$ cat src/pkg/mdbp_pkg.sv
// Package for the doorbell pending block: offsets, fields, reset values.
// Assumes a 32-bit Avalon-MM slave with word addressing in byte units.
package mdbp_pkg;
   // Number of doorbell channels
   localparam int MDBP_CHANNELS = 4;
   // Register byte offsets
   localparam logic [7:0] MDBP_OFS_STATUS = 8'h00; // Pending flags, w1c
   localparam logic [7:0] MDBP_OFS_CONTROL = 8'h04; // Enables, request view
   localparam logic [7:0] MDBP_OFS_EVT_STATUS = 8'h08; // Sticky events, RO
   localparam logic [7:0] MDBP_OFS_EVT_CLEAR = 8'h0c; // Write-only clear
   localparam logic [7:0] MDBP_OFS_EVT_ENABLE = 8'h10; // Event enables
   // Field positions
   localparam int MDBP_PEND_LSB = 28; // Pending flags bits 31..28
   localparam int MDBP_REQ_LSB = 16; // Request bits 19..16
   localparam int MDBP_IEN_LSB = 28; // Interrupt enables bits 31..28
   // Reset values
   localparam logic [3:0] MDBP_PEND_RST = 4'h0;
   localparam logic [3:0] MDBP_IEN_RST = 4'h0;
   localparam logic [3:0] MDBP_EVT_RST = 4'h0;
   // Answer for an unmapped read
   localparam logic [31:0] MDBP_UNMAPPED_DATA = 32'h0000_0000;
   // Bus request carrier
   typedef struct packed {
      logic read;
      logic write;
      logic [7:0] address;
      logic [31:0] writedata;
      logic [3:0] byteenable;
   } mdbp_bus_req_t;
   // Slave state
   typedef enum logic [0:0] {MDBP_IDLE, MDBP_DONE} mdbp_state_t;
endpackage

$ cat src/mdbp_edge_sync.sv
// Two-stage synchroniser with rising-edge pulse for one request line.
// Assumes the input may change at any time relative to clk.
`timescale 1ns/1ns
`default_nettype none
module mdbp_edge_sync (
   input wire logic clk,
   input wire logic rst_b,
   input wire logic async_in,
   output logic level,
   output logic rise
);
   logic stage1; // Metastability catcher, read only by stage2
   logic stage2; // Safe level
   logic stage3; // Previous safe level, for edge detection

   // Shift chain; edge taken only from safe stages
   always_ff @(posedge clk or negedge rst_b) begin
      if (!rst_b) begin
         stage1 <= 1'b0;
         stage2 <= 1'b0;
         stage3 <= 1'b0;
      end else begin
         stage1 <= async_in;
         stage2 <= stage1;
         stage3 <= stage2;
      end
   end

   assign level = stage2;
   assign rise = stage2 & ~stage3;
endmodule
`default_nettype wire

$ cat src/mdbp_doorbell.sv
// Receiving side of a four-channel doorbell with Avalon-MM registers.
// Assumes remote request bits arrive asynchronously and the remote side
// waits for its request bit to read zero before raising it again.
//
// Our own choices: the Avalon-MM interface to the registers and the register addresses.
`timescale 1ns/1ns
`default_nettype none
module mdbp_doorbell
   import mdbp_pkg::*;
#(
   parameter int CHANNELS = MDBP_CHANNELS
) (
   input wire logic clk,
   input wire logic rst_b,
   input wire logic [7:0] avs_address,
   input wire logic avs_read,
   input wire logic avs_write,
   input wire logic [31:0] avs_writedata,
   input wire logic [3:0] avs_byteenable,
   output logic [31:0] avs_readdata,
   output logic avs_waitrequest,
   input wire logic [CHANNELS-1:0] doorbell_request,
   output logic [CHANNELS-1:0] doorbell_request_clear,
   output logic [CHANNELS-1:0] general_doorbell,
   output logic doorbell_irq,
   output logic event_irq
);
   mdbp_bus_req_t req; // Bundled bus request
   mdbp_state_t state; // Slave handshake state
   mdbp_state_t next_state;
   logic [CHANNELS-1:0] doorbell_pending; // Pending flags
   logic [CHANNELS-1:0] doorbell_irq_enable; // Per-channel enables
   logic [CHANNELS-1:0] req_level; // Synchronised remote request
   logic [CHANNELS-1:0] req_rise; // Rising edge pulses
   logic [CHANNELS-1:0] evt_status; // Sticky block events
   logic [CHANNELS-1:0] evt_enable; // Event interrupt enables
   logic [31:0] next_readdata;

   assign req.read = avs_read;
   assign req.write = avs_write;
   assign req.address = avs_address;
   assign req.writedata = avs_writedata;
   assign req.byteenable = avs_byteenable;

   // One synchroniser per channel; the pin is foreign to clk
   genvar g;
   generate
      for (g = 0; g < CHANNELS; g++) begin : g_sync
         mdbp_edge_sync u_sync (
            .clk(clk),
            .rst_b(rst_b),
            .async_in(doorbell_request[g]),
            .level(req_level[g]),
            .rise(req_rise[g])
         );
      end
   endgenerate

   // Address decode
   wire sel_status = req.address == MDBP_OFS_STATUS;
   wire sel_control = req.address == MDBP_OFS_CONTROL;
   wire sel_evt_status = req.address == MDBP_OFS_EVT_STATUS;
   wire sel_evt_clear = req.address == MDBP_OFS_EVT_CLEAR;
   wire sel_evt_enable = req.address == MDBP_OFS_EVT_ENABLE;
   // The write takes effect only in the cycle waitrequest is low
   wire wr_go = req.write & (state == MDBP_DONE);
   wire rd_go = req.read & (state == MDBP_IDLE);
   // Top byte lane holds both the pending and enable fields
   wire lane3 = req.byteenable[3];
   wire [CHANNELS-1:0] wr_hi =
      req.writedata[MDBP_PEND_LSB +: CHANNELS];

   // Clear mask: only ones at positions whose flag is set count
   wire [CHANNELS-1:0] pend_clear =
      (wr_go & sel_status & lane3) ? (wr_hi & doorbell_pending)
                                   : {CHANNELS{1'b0}};

   // Next pending: set beats clear when both arrive together
   wire [CHANNELS-1:0] next_pending =
      req_rise | (doorbell_pending & ~pend_clear);

   // Event: a doorbell edge that hits an already pending flag is lost
   wire [CHANNELS-1:0] evt_overrun = req_rise & doorbell_pending &
                                     ~pend_clear;
   wire [CHANNELS-1:0] evt_clear_mask =
      (wr_go & sel_evt_clear & lane3) ? wr_hi : {CHANNELS{1'b0}};

   // Enable value after this edge. The merged outputs are built from it
   // so that an enable write moves the channel request in the same cycle
   // as the enable bit itself; using the old value would leave a cycle
   // in which pending and enable are both set but no request stands.
   wire [CHANNELS-1:0] next_irq_enable =
      (wr_go & sel_control & lane3) ? wr_hi : doorbell_irq_enable;

   // Pending flags; reset to not pending
   always_ff @(posedge clk or negedge rst_b) begin
      if (!rst_b) begin
         doorbell_pending <= MDBP_PEND_RST;
      end else begin
         doorbell_pending <= next_pending;
      end
   end

   // Acceptance pulse back to the remote request bit
   always_ff @(posedge clk or negedge rst_b) begin
      if (!rst_b) begin
         doorbell_request_clear <= {CHANNELS{1'b0}};
      end else begin
         doorbell_request_clear <= pend_clear;
      end
   end

   // Control and event enable registers
   always_ff @(posedge clk or negedge rst_b) begin
      if (!rst_b) begin
         doorbell_irq_enable <= MDBP_IEN_RST;
         evt_enable <= MDBP_EVT_RST;
      end else begin
         if (wr_go && sel_control && lane3) begin
            doorbell_irq_enable <= wr_hi;
         end
         if (wr_go && sel_evt_enable && lane3) begin
            evt_enable <= wr_hi;
         end
      end
   end

   // Sticky events; a new event wins over a clear in the same cycle
   always_ff @(posedge clk or negedge rst_b) begin
      if (!rst_b) begin
         evt_status <= MDBP_EVT_RST;
      end else begin
         evt_status <= evt_overrun | (evt_status & ~evt_clear_mask);
      end
   end

   // Per-channel requests and doorbell_irq are registered from the next
   // flag and enable values, so they mirror the stored registers exactly,
   // with no extra cycle of latency; event_irq is registered from the
   // stored evt_status and evt_enable, so it lags them by one cycle.
   always_ff @(posedge clk or negedge rst_b) begin
      if (!rst_b) begin
         general_doorbell <= {CHANNELS{1'b0}};
         doorbell_irq <= 1'b0;
         event_irq <= 1'b0;
      end else begin
         general_doorbell <= next_pending & next_irq_enable;
         doorbell_irq <= |(next_pending & next_irq_enable);
         event_irq <= |(evt_status & evt_enable);
      end
   end

   // Read mux; request view shows the synchronised remote level
   always_comb begin
      next_readdata = MDBP_UNMAPPED_DATA;
      if (sel_status) begin
         next_readdata[MDBP_PEND_LSB +: CHANNELS] = doorbell_pending;
      end else if (sel_control) begin
         next_readdata[MDBP_IEN_LSB +: CHANNELS] = doorbell_irq_enable;
         next_readdata[MDBP_REQ_LSB +: CHANNELS] = req_level;
      end else if (sel_evt_status) begin
         next_readdata[MDBP_PEND_LSB +: CHANNELS] = evt_status;
      end else if (sel_evt_enable) begin
         next_readdata[MDBP_PEND_LSB +: CHANNELS] = evt_enable;
      end
   end

   // Handshake: each access stalls one cycle, then completes
   always_comb begin
      next_state = MDBP_IDLE;
      case (state)
         MDBP_IDLE: begin
            if (req.read || req.write) begin
               next_state = MDBP_DONE;
            end
         end
         MDBP_DONE: begin
            next_state = MDBP_IDLE;
         end
         default: begin
            next_state = MDBP_IDLE;
         end
      endcase
   end

   // State and registered read data
   always_ff @(posedge clk or negedge rst_b) begin
      if (!rst_b) begin
         state <= MDBP_IDLE;
         avs_readdata <= 32'h0000_0000;
      end else begin
         state <= next_state;
         if (rd_go) begin
            avs_readdata <= next_readdata;
         end
      end
   end

   // Waitrequest low in the completion cycle and whenever no access is requested
   assign avs_waitrequest = (req.read || req.write) && (state != MDBP_DONE);

   // Checks. They watch the flags, outputs and read data that this
   // module drives; bus and remote stimulus are left to the bench.
   pend_set_a: assert property (@(posedge clk) disable iff (!rst_b)
      req_rise[0] |=> doorbell_pending[0])
      else $error("edge did not set pending flag");

   pend_clear_a: assert property (@(posedge clk) disable iff (!rst_b)
      (pend_clear[0] && !req_rise[0]) |=> !doorbell_pending[0])
      else $error("write one did not clear flag");

   no_spurious_a: assert property (@(posedge clk) disable iff (!rst_b)
      (!doorbell_pending[1] && !req_rise[1]) |=> !doorbell_pending[1])
      else $error("flag set without edge");

   zero_write_a: assert property (@(posedge clk) disable iff (!rst_b)
      (doorbell_pending[2] && !pend_clear[2]) |=> doorbell_pending[2])
      else $error("flag lost without clear");

   chan_req_a: assert property (@(posedge clk) disable iff (!rst_b)
      (doorbell_pending[0] && doorbell_irq_enable[0]) |->
      general_doorbell[0])
      else $error("channel request missing");

   chan_off_a: assert property (@(posedge clk) disable iff (!rst_b)
      !doorbell_irq_enable[1] |-> !general_doorbell[1])
      else $error("channel request while disabled");

   irq_level_a: assert property (@(posedge clk) disable iff (!rst_b)
      doorbell_irq == |(doorbell_pending & doorbell_irq_enable))
      else $error("interrupt level mismatch");

   ack_pulse_a: assert property (@(posedge clk) disable iff (!rst_b)
      $fell(doorbell_pending[3]) |-> doorbell_request_clear[3])
      else $error("remote request not cleared");

   reset_clear_a: assert property (@(posedge clk)
      $rose(rst_b) |-> doorbell_pending == 4'h0)
      else $error("pending not clear after reset");

   ctrl_write_a: assert property (@(posedge clk) disable iff (!rst_b)
      (wr_go && sel_control && lane3) |=>
      doorbell_irq_enable == $past(wr_hi))
      else $error("enable write not stored");

   // Request view must track the synchronised level, not the raw pin
   req_view_a: assert property (@(posedge clk) disable iff (!rst_b)
      (rd_go && sel_control) |=>
      avs_readdata[MDBP_REQ_LSB +: CHANNELS] == $past(req_level))
      else $error("request view differs from remote level");

   // Only the pending field may show in a status read
   status_read_a: assert property (@(posedge clk) disable iff (!rst_b)
      (rd_go && sel_status) |=> avs_readdata[27:0] == 28'h000_0000)
      else $error("status read shows bits outside pending field");

   // A lost doorbell must leave a sticky event behind
   overrun_set_a: assert property (@(posedge clk) disable iff (!rst_b)
      evt_overrun[0] |=> evt_status[0])
      else $error("overrun event not recorded");
endmodule
`default_nettype wire

$ cat config.mk
export PLATFORM = sky130hd
export DESIGN_NAME = mdbp_doorbell
export DESIGN_NICKNAME = d
export VERILOG_FILES = /design/src/pkg/mdbp_pkg.sv /design/src/mdbp_edge_sync.sv /design/src/mdbp_doorbell.sv
export SDC_FILE = /design/constraint.sdc
export NUM_CORES = 1
export LEC_CHECK = 0
export BUFFER_PORTS_ARGS = -buffer_cell sky130_fd_sc_hd__buf_2
export CORE_UTILIZATION = 30
export CTS_BUF_LIST = sky130_fd_sc_hd__clkbuf_8
export CTS_CLUSTER_DIAMETER = 100
export DETAILED_ROUTE_END_ITERATION = 12
export SYNTH_ARGS = -nofsm -noshare
export SYNTH_HDL_FRONTEND = slang
export SYNTH_SLANG_ARGS = --single-unit
$ cat constraint.sdc
create_clock -name clk -period 1.95 [get_ports clk]
set_input_delay 0 -clock clk [delete_from_list [all_inputs] [get_ports clk]]
set_output_delay 0 -clock clk [all_outputs]
set_load 0.02 [all_outputs]
After elaboration in Yosys (flattened, before gate mapping)
Index checks and enable logic that the tools add are counted.
{ "classes": {"add_sub_neg": 0, "multipliers": 0, "div": 0, "n_lt_le_gt_ge": 0, "n_eq_ne": 4, "n_shift": 0, "n_mux": 11, "bitwise": 28, "n_reduce_logical": 9} }
{ "ops": {"columns": ["operator", "n"], "rows": [
  ["$mux W4", 9],
  ["$and A4 B4 Y4", 7],
  ["$eq A8 B4 Y1 const B", 2],
  ["$and A1 B1 Y1", 12],
  ["$eq A8 B3 Y1 const B", 1],
  ["$eq A8 B5 Y1 const B", 1],
  ["$logic_not A8 Y1", 1],
  ["$not A4 Y4", 2],
  ["$or A4 B4 Y4", 2],
  ["$reduce_or A4 Y1", 2],
  ["$logic_and A1 B1 Y1", 5],
  ["$not A1 Y1", 5],
  ["$pmux W1 S2", 1],
  ["$logic_or A1 B1 Y1", 1],
  ["$mux W1", 1]
]} }
{ "word_totals": {"register_bits": 47, "latchBits": 0, "mem_bits_rw": 0, "mem_bits_ro": 0, "inputBits": 52, "out_inout_bits": 43, "word_cells": 74, "n_memories": 0} }

Depth between registers and ports, before layout
{ "logic_depth": {"ltp_word": 9, "mapped_depth": 5, "depth_no_buf": 4} }

Modules after synthesis
A second synthesis with hierarchy kept.
{ "hier_totals": {"hier_cells": 180, "hier_area_um2": 2073.2} }
{ "by_module_without_submodules": {"columns": ["mod", "instances", "cells_per_inst", "area_each_um2", "seq_area_each_um2"], "rows": [
  ["mdbp_doorbell", 1, 164, 1717.9, 875.8],
  ["mdbp_edge_sync", 4, 4, 88.8, 75.1]
]} }

Least setup slack after synthesis
OpenSTA, ideal clock, no wires.
{ "synth_path": {"path_type": "register -> register", "from": "register state", "to": "register doorbell_irq", "setup_ns": 0.139, "arrival_ns": 1.280, "required_time_ns": 1.811, "setup_slack_ns": 0.531, "stages_incl_launch_ff": 6, "n_path_buf": 1, "synth_period_minus_slack_ns": 1.419, "cell_sequence": "dfrtp_1 -> and3_1 -> clkbuf_1 -> a41oi_1 -> a2bb2o_1 -> o2111ai_1"} }
{ "synth_via": {"elab_chain_len": 9, "elab_cells_between_ends": 12, "classes_between": "2 x mux; 9 x bitwise; 1 x reduce/logical"} }
{ "synth_rtl": {"columns": ["item", "line", "rtl"], "rows": [
  ["from (decl)", "mdbp_doorbell.sv:29", "mdbp_state_t state;"],
  ["from (signal assigned)", "mdbp_doorbell.sv:192", "state <= next_state;"],
  ["$and A1 B1 Y1 *", "mdbp_doorbell.sv:66", "wire wr_go = req.write & (state == MDBP_DONE);"],
  ["$and A1 B1 Y1 (2 in a row)", "mdbp_doorbell.sv:75", "(wr_go & sel_status & lane3) ? (wr_hi & doorbell_pending)"],
  ["$mux W4", "mdbp_doorbell.sv:75", null],
  ["$not A4 Y4", "mdbp_doorbell.sv:80", "req_rise | (doorbell_pending & ~pend_clear);"],
  ["$and A4 B4 Y4", "mdbp_doorbell.sv:80", null],
  ["$or A4 B4 Y4", "mdbp_doorbell.sv:80", null],
  ["$and A4 B4 Y4 *", "mdbp_doorbell.sv:148", "doorbell_irq <= |(next_pending & next_irq_enable);"],
  ["$reduce_or A4 Y1 *", "mdbp_doorbell.sv:148", null],
  ["to (signal assigned)", "mdbp_doorbell.sv:148", null],
  ["to (decl)", "mdbp_doorbell.sv:25", "output logic doorbell_irq,"]
]} }
Mark *: on every way between the ends. The rest lies on a longest branch, timed or not.
A chain may end at the register's enable or synchronous reset.

Worst setup path in the final report
Ends and elaborated chain as after synthesis.

==> flow_summary_export.csv <==
group,metric,value,unit
outcome,outcome,"completed",
place,dp_hpwl,3.367,mm
power_and_ir_drop,power_switching_share,25.95,%
yosys,ys_ff_latch,47,
die,initial_core_util,30.91,%
clocking,htree_levels,2,
clocking,cts_setup_buffers,0,
timing,min_period_over_period,82.78,%
finish,drive_gt1_share,25.10,%
die,core-area,6756,um^2
timing,slew_headroom,63.62,%
timing,finalHoldViolations,0,
place,place_congestion,0.8527,
detailed_routing,wire_per_inst,13.57,um
setup_path,cp.arrival,1.78,ns
setup_path,crit_type,"register to register",
global_routing,grtUsageTotal,12.89,%
timing,fmax,619.5,MHz
detailed_routing,avgViaCountPerCell,4.706,
die,io_pins,95,
die,fp-row-count,30,
setup_path,end_kind,"register",
global_routing,grt_max_degree,19,
yosys,muxShareOfSynthArea,2.636,%
timing,finalClockSkew,0.01006,ns
yosys,synthArstFlopShare,100.0,%
global_routing,grt_pass1_vias,1498,
power_and_ir_drop,power_switching,469.8,uW
setup_path,crit_required,2.12,ns
detailed_routing,drtPass1Iterations,4,
clocking,cts.sinks,47,
finish,diodes,0,
clocking,clk_pin_slew,0.09,ns
clocking,clock_latency,0.30,ns
timing,rsz0062_at_grt,"false",
detailed_routing,remaining_drc_errors,0,
timing,drv_slew,0,
place,portBuffers,39,
clocking,clock-root-buffer,"clkbuf_8",
yosys,synthesis.area_per_instance,11.11,um^2
setup_path,crit_path_start_kind,"register",
power_and_ir_drop,p_int,1.341,mW
timing,max_slew.worst_pin.slew,0.5381,ns
yosys,synth_seq_area_share,56.32,%
power_and_ir_drop,leakage,1.253,nW
clocking,ctsResizeCount,0,
setup_path,reg2reg_slack,0.34,ns
yosys,synth-simple-area-share,17.86,%
detailed_routing,wirelength,4.383,mm
die,die_y,85.43,um
yosys,synth_area,2088,um^2
power_and_ir_drop,pwr-share-clk,34.2,%
timing,setup_violations,0,
power_and_ir_drop,p_seq_share,55.6,%
run,maxCapViolCount,0,
global_routing,antenna_found_initial,0,
timing,setup_tns,0,ns
yosys,yosysWarnings,0,
timing,post-route-min-period,1.614,ns
timing,timing.final.ws_setup,0.3358,ns
yosys,synth-xor-area-share,0,%
yosys,synth_edf_count,0,
finish,areaGrowthSynthToFinish,19.59,%
yosys,synthCells,188,
detailed_routing,antenna_left,0,
detailed_routing,vias,1520,
clocking,numCtsBuffers,5,
yosys,ys_types,35,
hold_path,hp-class,"input port to register",
power_and_ir_drop,irDropWorstVdd,0.3163,mV
finish,final_util,36.96,%
finish,final_cell_mix,"47 x dfrtp_1, 39 x buf_2, 24 x conb_1, 18 x nand2_1, 13 x nand4_1",
power_and_ir_drop,combPwrFrac,10.2,%
detailed_routing,drt_iter0_markers,73,
power_and_ir_drop,p_per_area,725.0,nW/um^2
clocking,cts_tree,"built",
die,die-area,7298,um^2
global_routing,grt_pass1_wl,7.293,mm
yosys,synth_adder_area_share,0,%
yosys,synth-compound-area-share,11.68,%
die,die_x,85.43,um
global_routing,overflow,0,
setup_path,crit_fanout,10,
yosys,synth_top_family_by_area,"simple AND/OR/NAND/NOR gates",
yosys,synthFlopType,"dfrtp_1",
finish,layout_commonest_cell,"dfrtp_1",
place,dp_slack,0.2890,ns
clocking,clockBufferDepth,2,
finish,nets,294,
## synthesized netlist by cell type (2+ instances only)
cell / number / share of area (%)
a41oi_1: 3 / 1.3
a221o_1: 4 / 1.9
a22o_1: 3 / 1.3
nand3_1: 2 / 0.48
or2_2: 3 / 0.90
a21o_1: 2 / 0.72
o21ai_0: 4 / 0.96
nor3_1: 5 / 1.2
mux2_2: 4 / 2.2
nor2_1: 7 / 1.3
a311oi_1: 4 / 1.7
buf_4: 24 / 8.6
nor2b_1: 5 / 1.5
nand2_1: 18 / 3.2
buf_2: 3 / 0.72
a2bb2o_1: 3 / 1.4
o31ai_1: 3 / 1.1
clkbuf_1: 3 / 0.54
a22oi_1: 2 / 0.72
inv_1: 8 / 1.4
and3_1: 6 / 1.8
nand4_1: 13 / 3.9
dfrtp_1: 47 / 56
## per-layer routing
layer  up-vias  global-route usage [%]  routed length (um)
li1        742                       -                   -
met1       723                   17.29                2073
met2        47                   19.71                2010
met3         8                   3.307                 212
met4         0                   5.606                  86
met5         -                       0                   0
## through the flow
step	cells	hold WS [ns]	total power [mW]	cell area, um^2
after global placement	306	-0.05735	1.194	2308
after global routing	323	0.01079	1.895	2497
after CTS	323	0.002229	1.831	2497
final	323	0.009979	1.811	2497
after floorplan	211	-0.2956	1.153	2175
after detailed placement	306	-0.05433	1.198	2308
## cell families (layout without fill, tap and decap cells)
logic type | after synthesis | after routing
muxes | 5 | 5
other | 1 | 24
buffers and inverters | 38 | 70
DFF | 47 | 47
AOI/OAI and AO/OA | 30 | 30
and+or+nand+nor | 67 | 67
## critical path, stage by stage (launching register included)
cell	delay, ns
dfrtp_1	0.38
and3_1	0.40
a41oi_1	0.23
a2bb2o_1	0.35
o2111ai_1	0.12
## registers in the layout, indices dropped and copies added (netlist names), 4 cells and up
register,flops
avs_readdata,8
doorbell_irq_enable,4
doorbell_pending,4
doorbell_request_clear,4
evt_enable,4
evt_status,4
g_sync.u_sync.level,4
g_sync.u_sync.stage1,4
g_sync.u_sync.stage3,4
general_doorbell,4
## power by group through the flow
stage                     combinational, mW  clock (mW)  sequential [mW]
final                                 0.184       0.620             1.01
after global routing                  0.204       0.681             1.01
after CTS                             0.185       0.639             1.01
after detailed placement              0.171           0             1.03
after global placement                0.170           0             1.02
after floorplan                       0.123           0             1.03
## cell type report
| type | instances | area, um^2 |
|---|---|---|
| clock buffers | 6 | 82.58 |
| clock inverters | 2 | 16.27 |
| fillers | 689 | 4259 |
| inverters | 8 | 30.03 |
| multi-input cells | 126 | 762.0 |
| flip-flops and latches | 47 | 1176 |
| well taps | 80 | 100.1 |
| repair buffers | 54 | 330.3 |
## worst paths after layout
path                                               from                endpoint  cells after the start
worst max-delay path                              state            doorbell_irq                      4
worst min-delay path                  avs_writedata[30]           evt_enable[2]                      2
worst max register to register                    state            doorbell_irq                      4
worst min register to register  g_sync[3].u_sync.stage1  g_sync[3].u_sync.level                      0
max in group asynchronous                         rst_b        avs_readdata[30]                      3
min in group asynchronous                         rst_b     general_doorbell[0]                      2
## what timing repair did
action,4_1_cts,5_1_grt
endpoints found under the hold margin,27,0
setup endpoints to repair,0,0
hold buffers,9,0
Note: power is estimated with default switching activity, not from simulation.
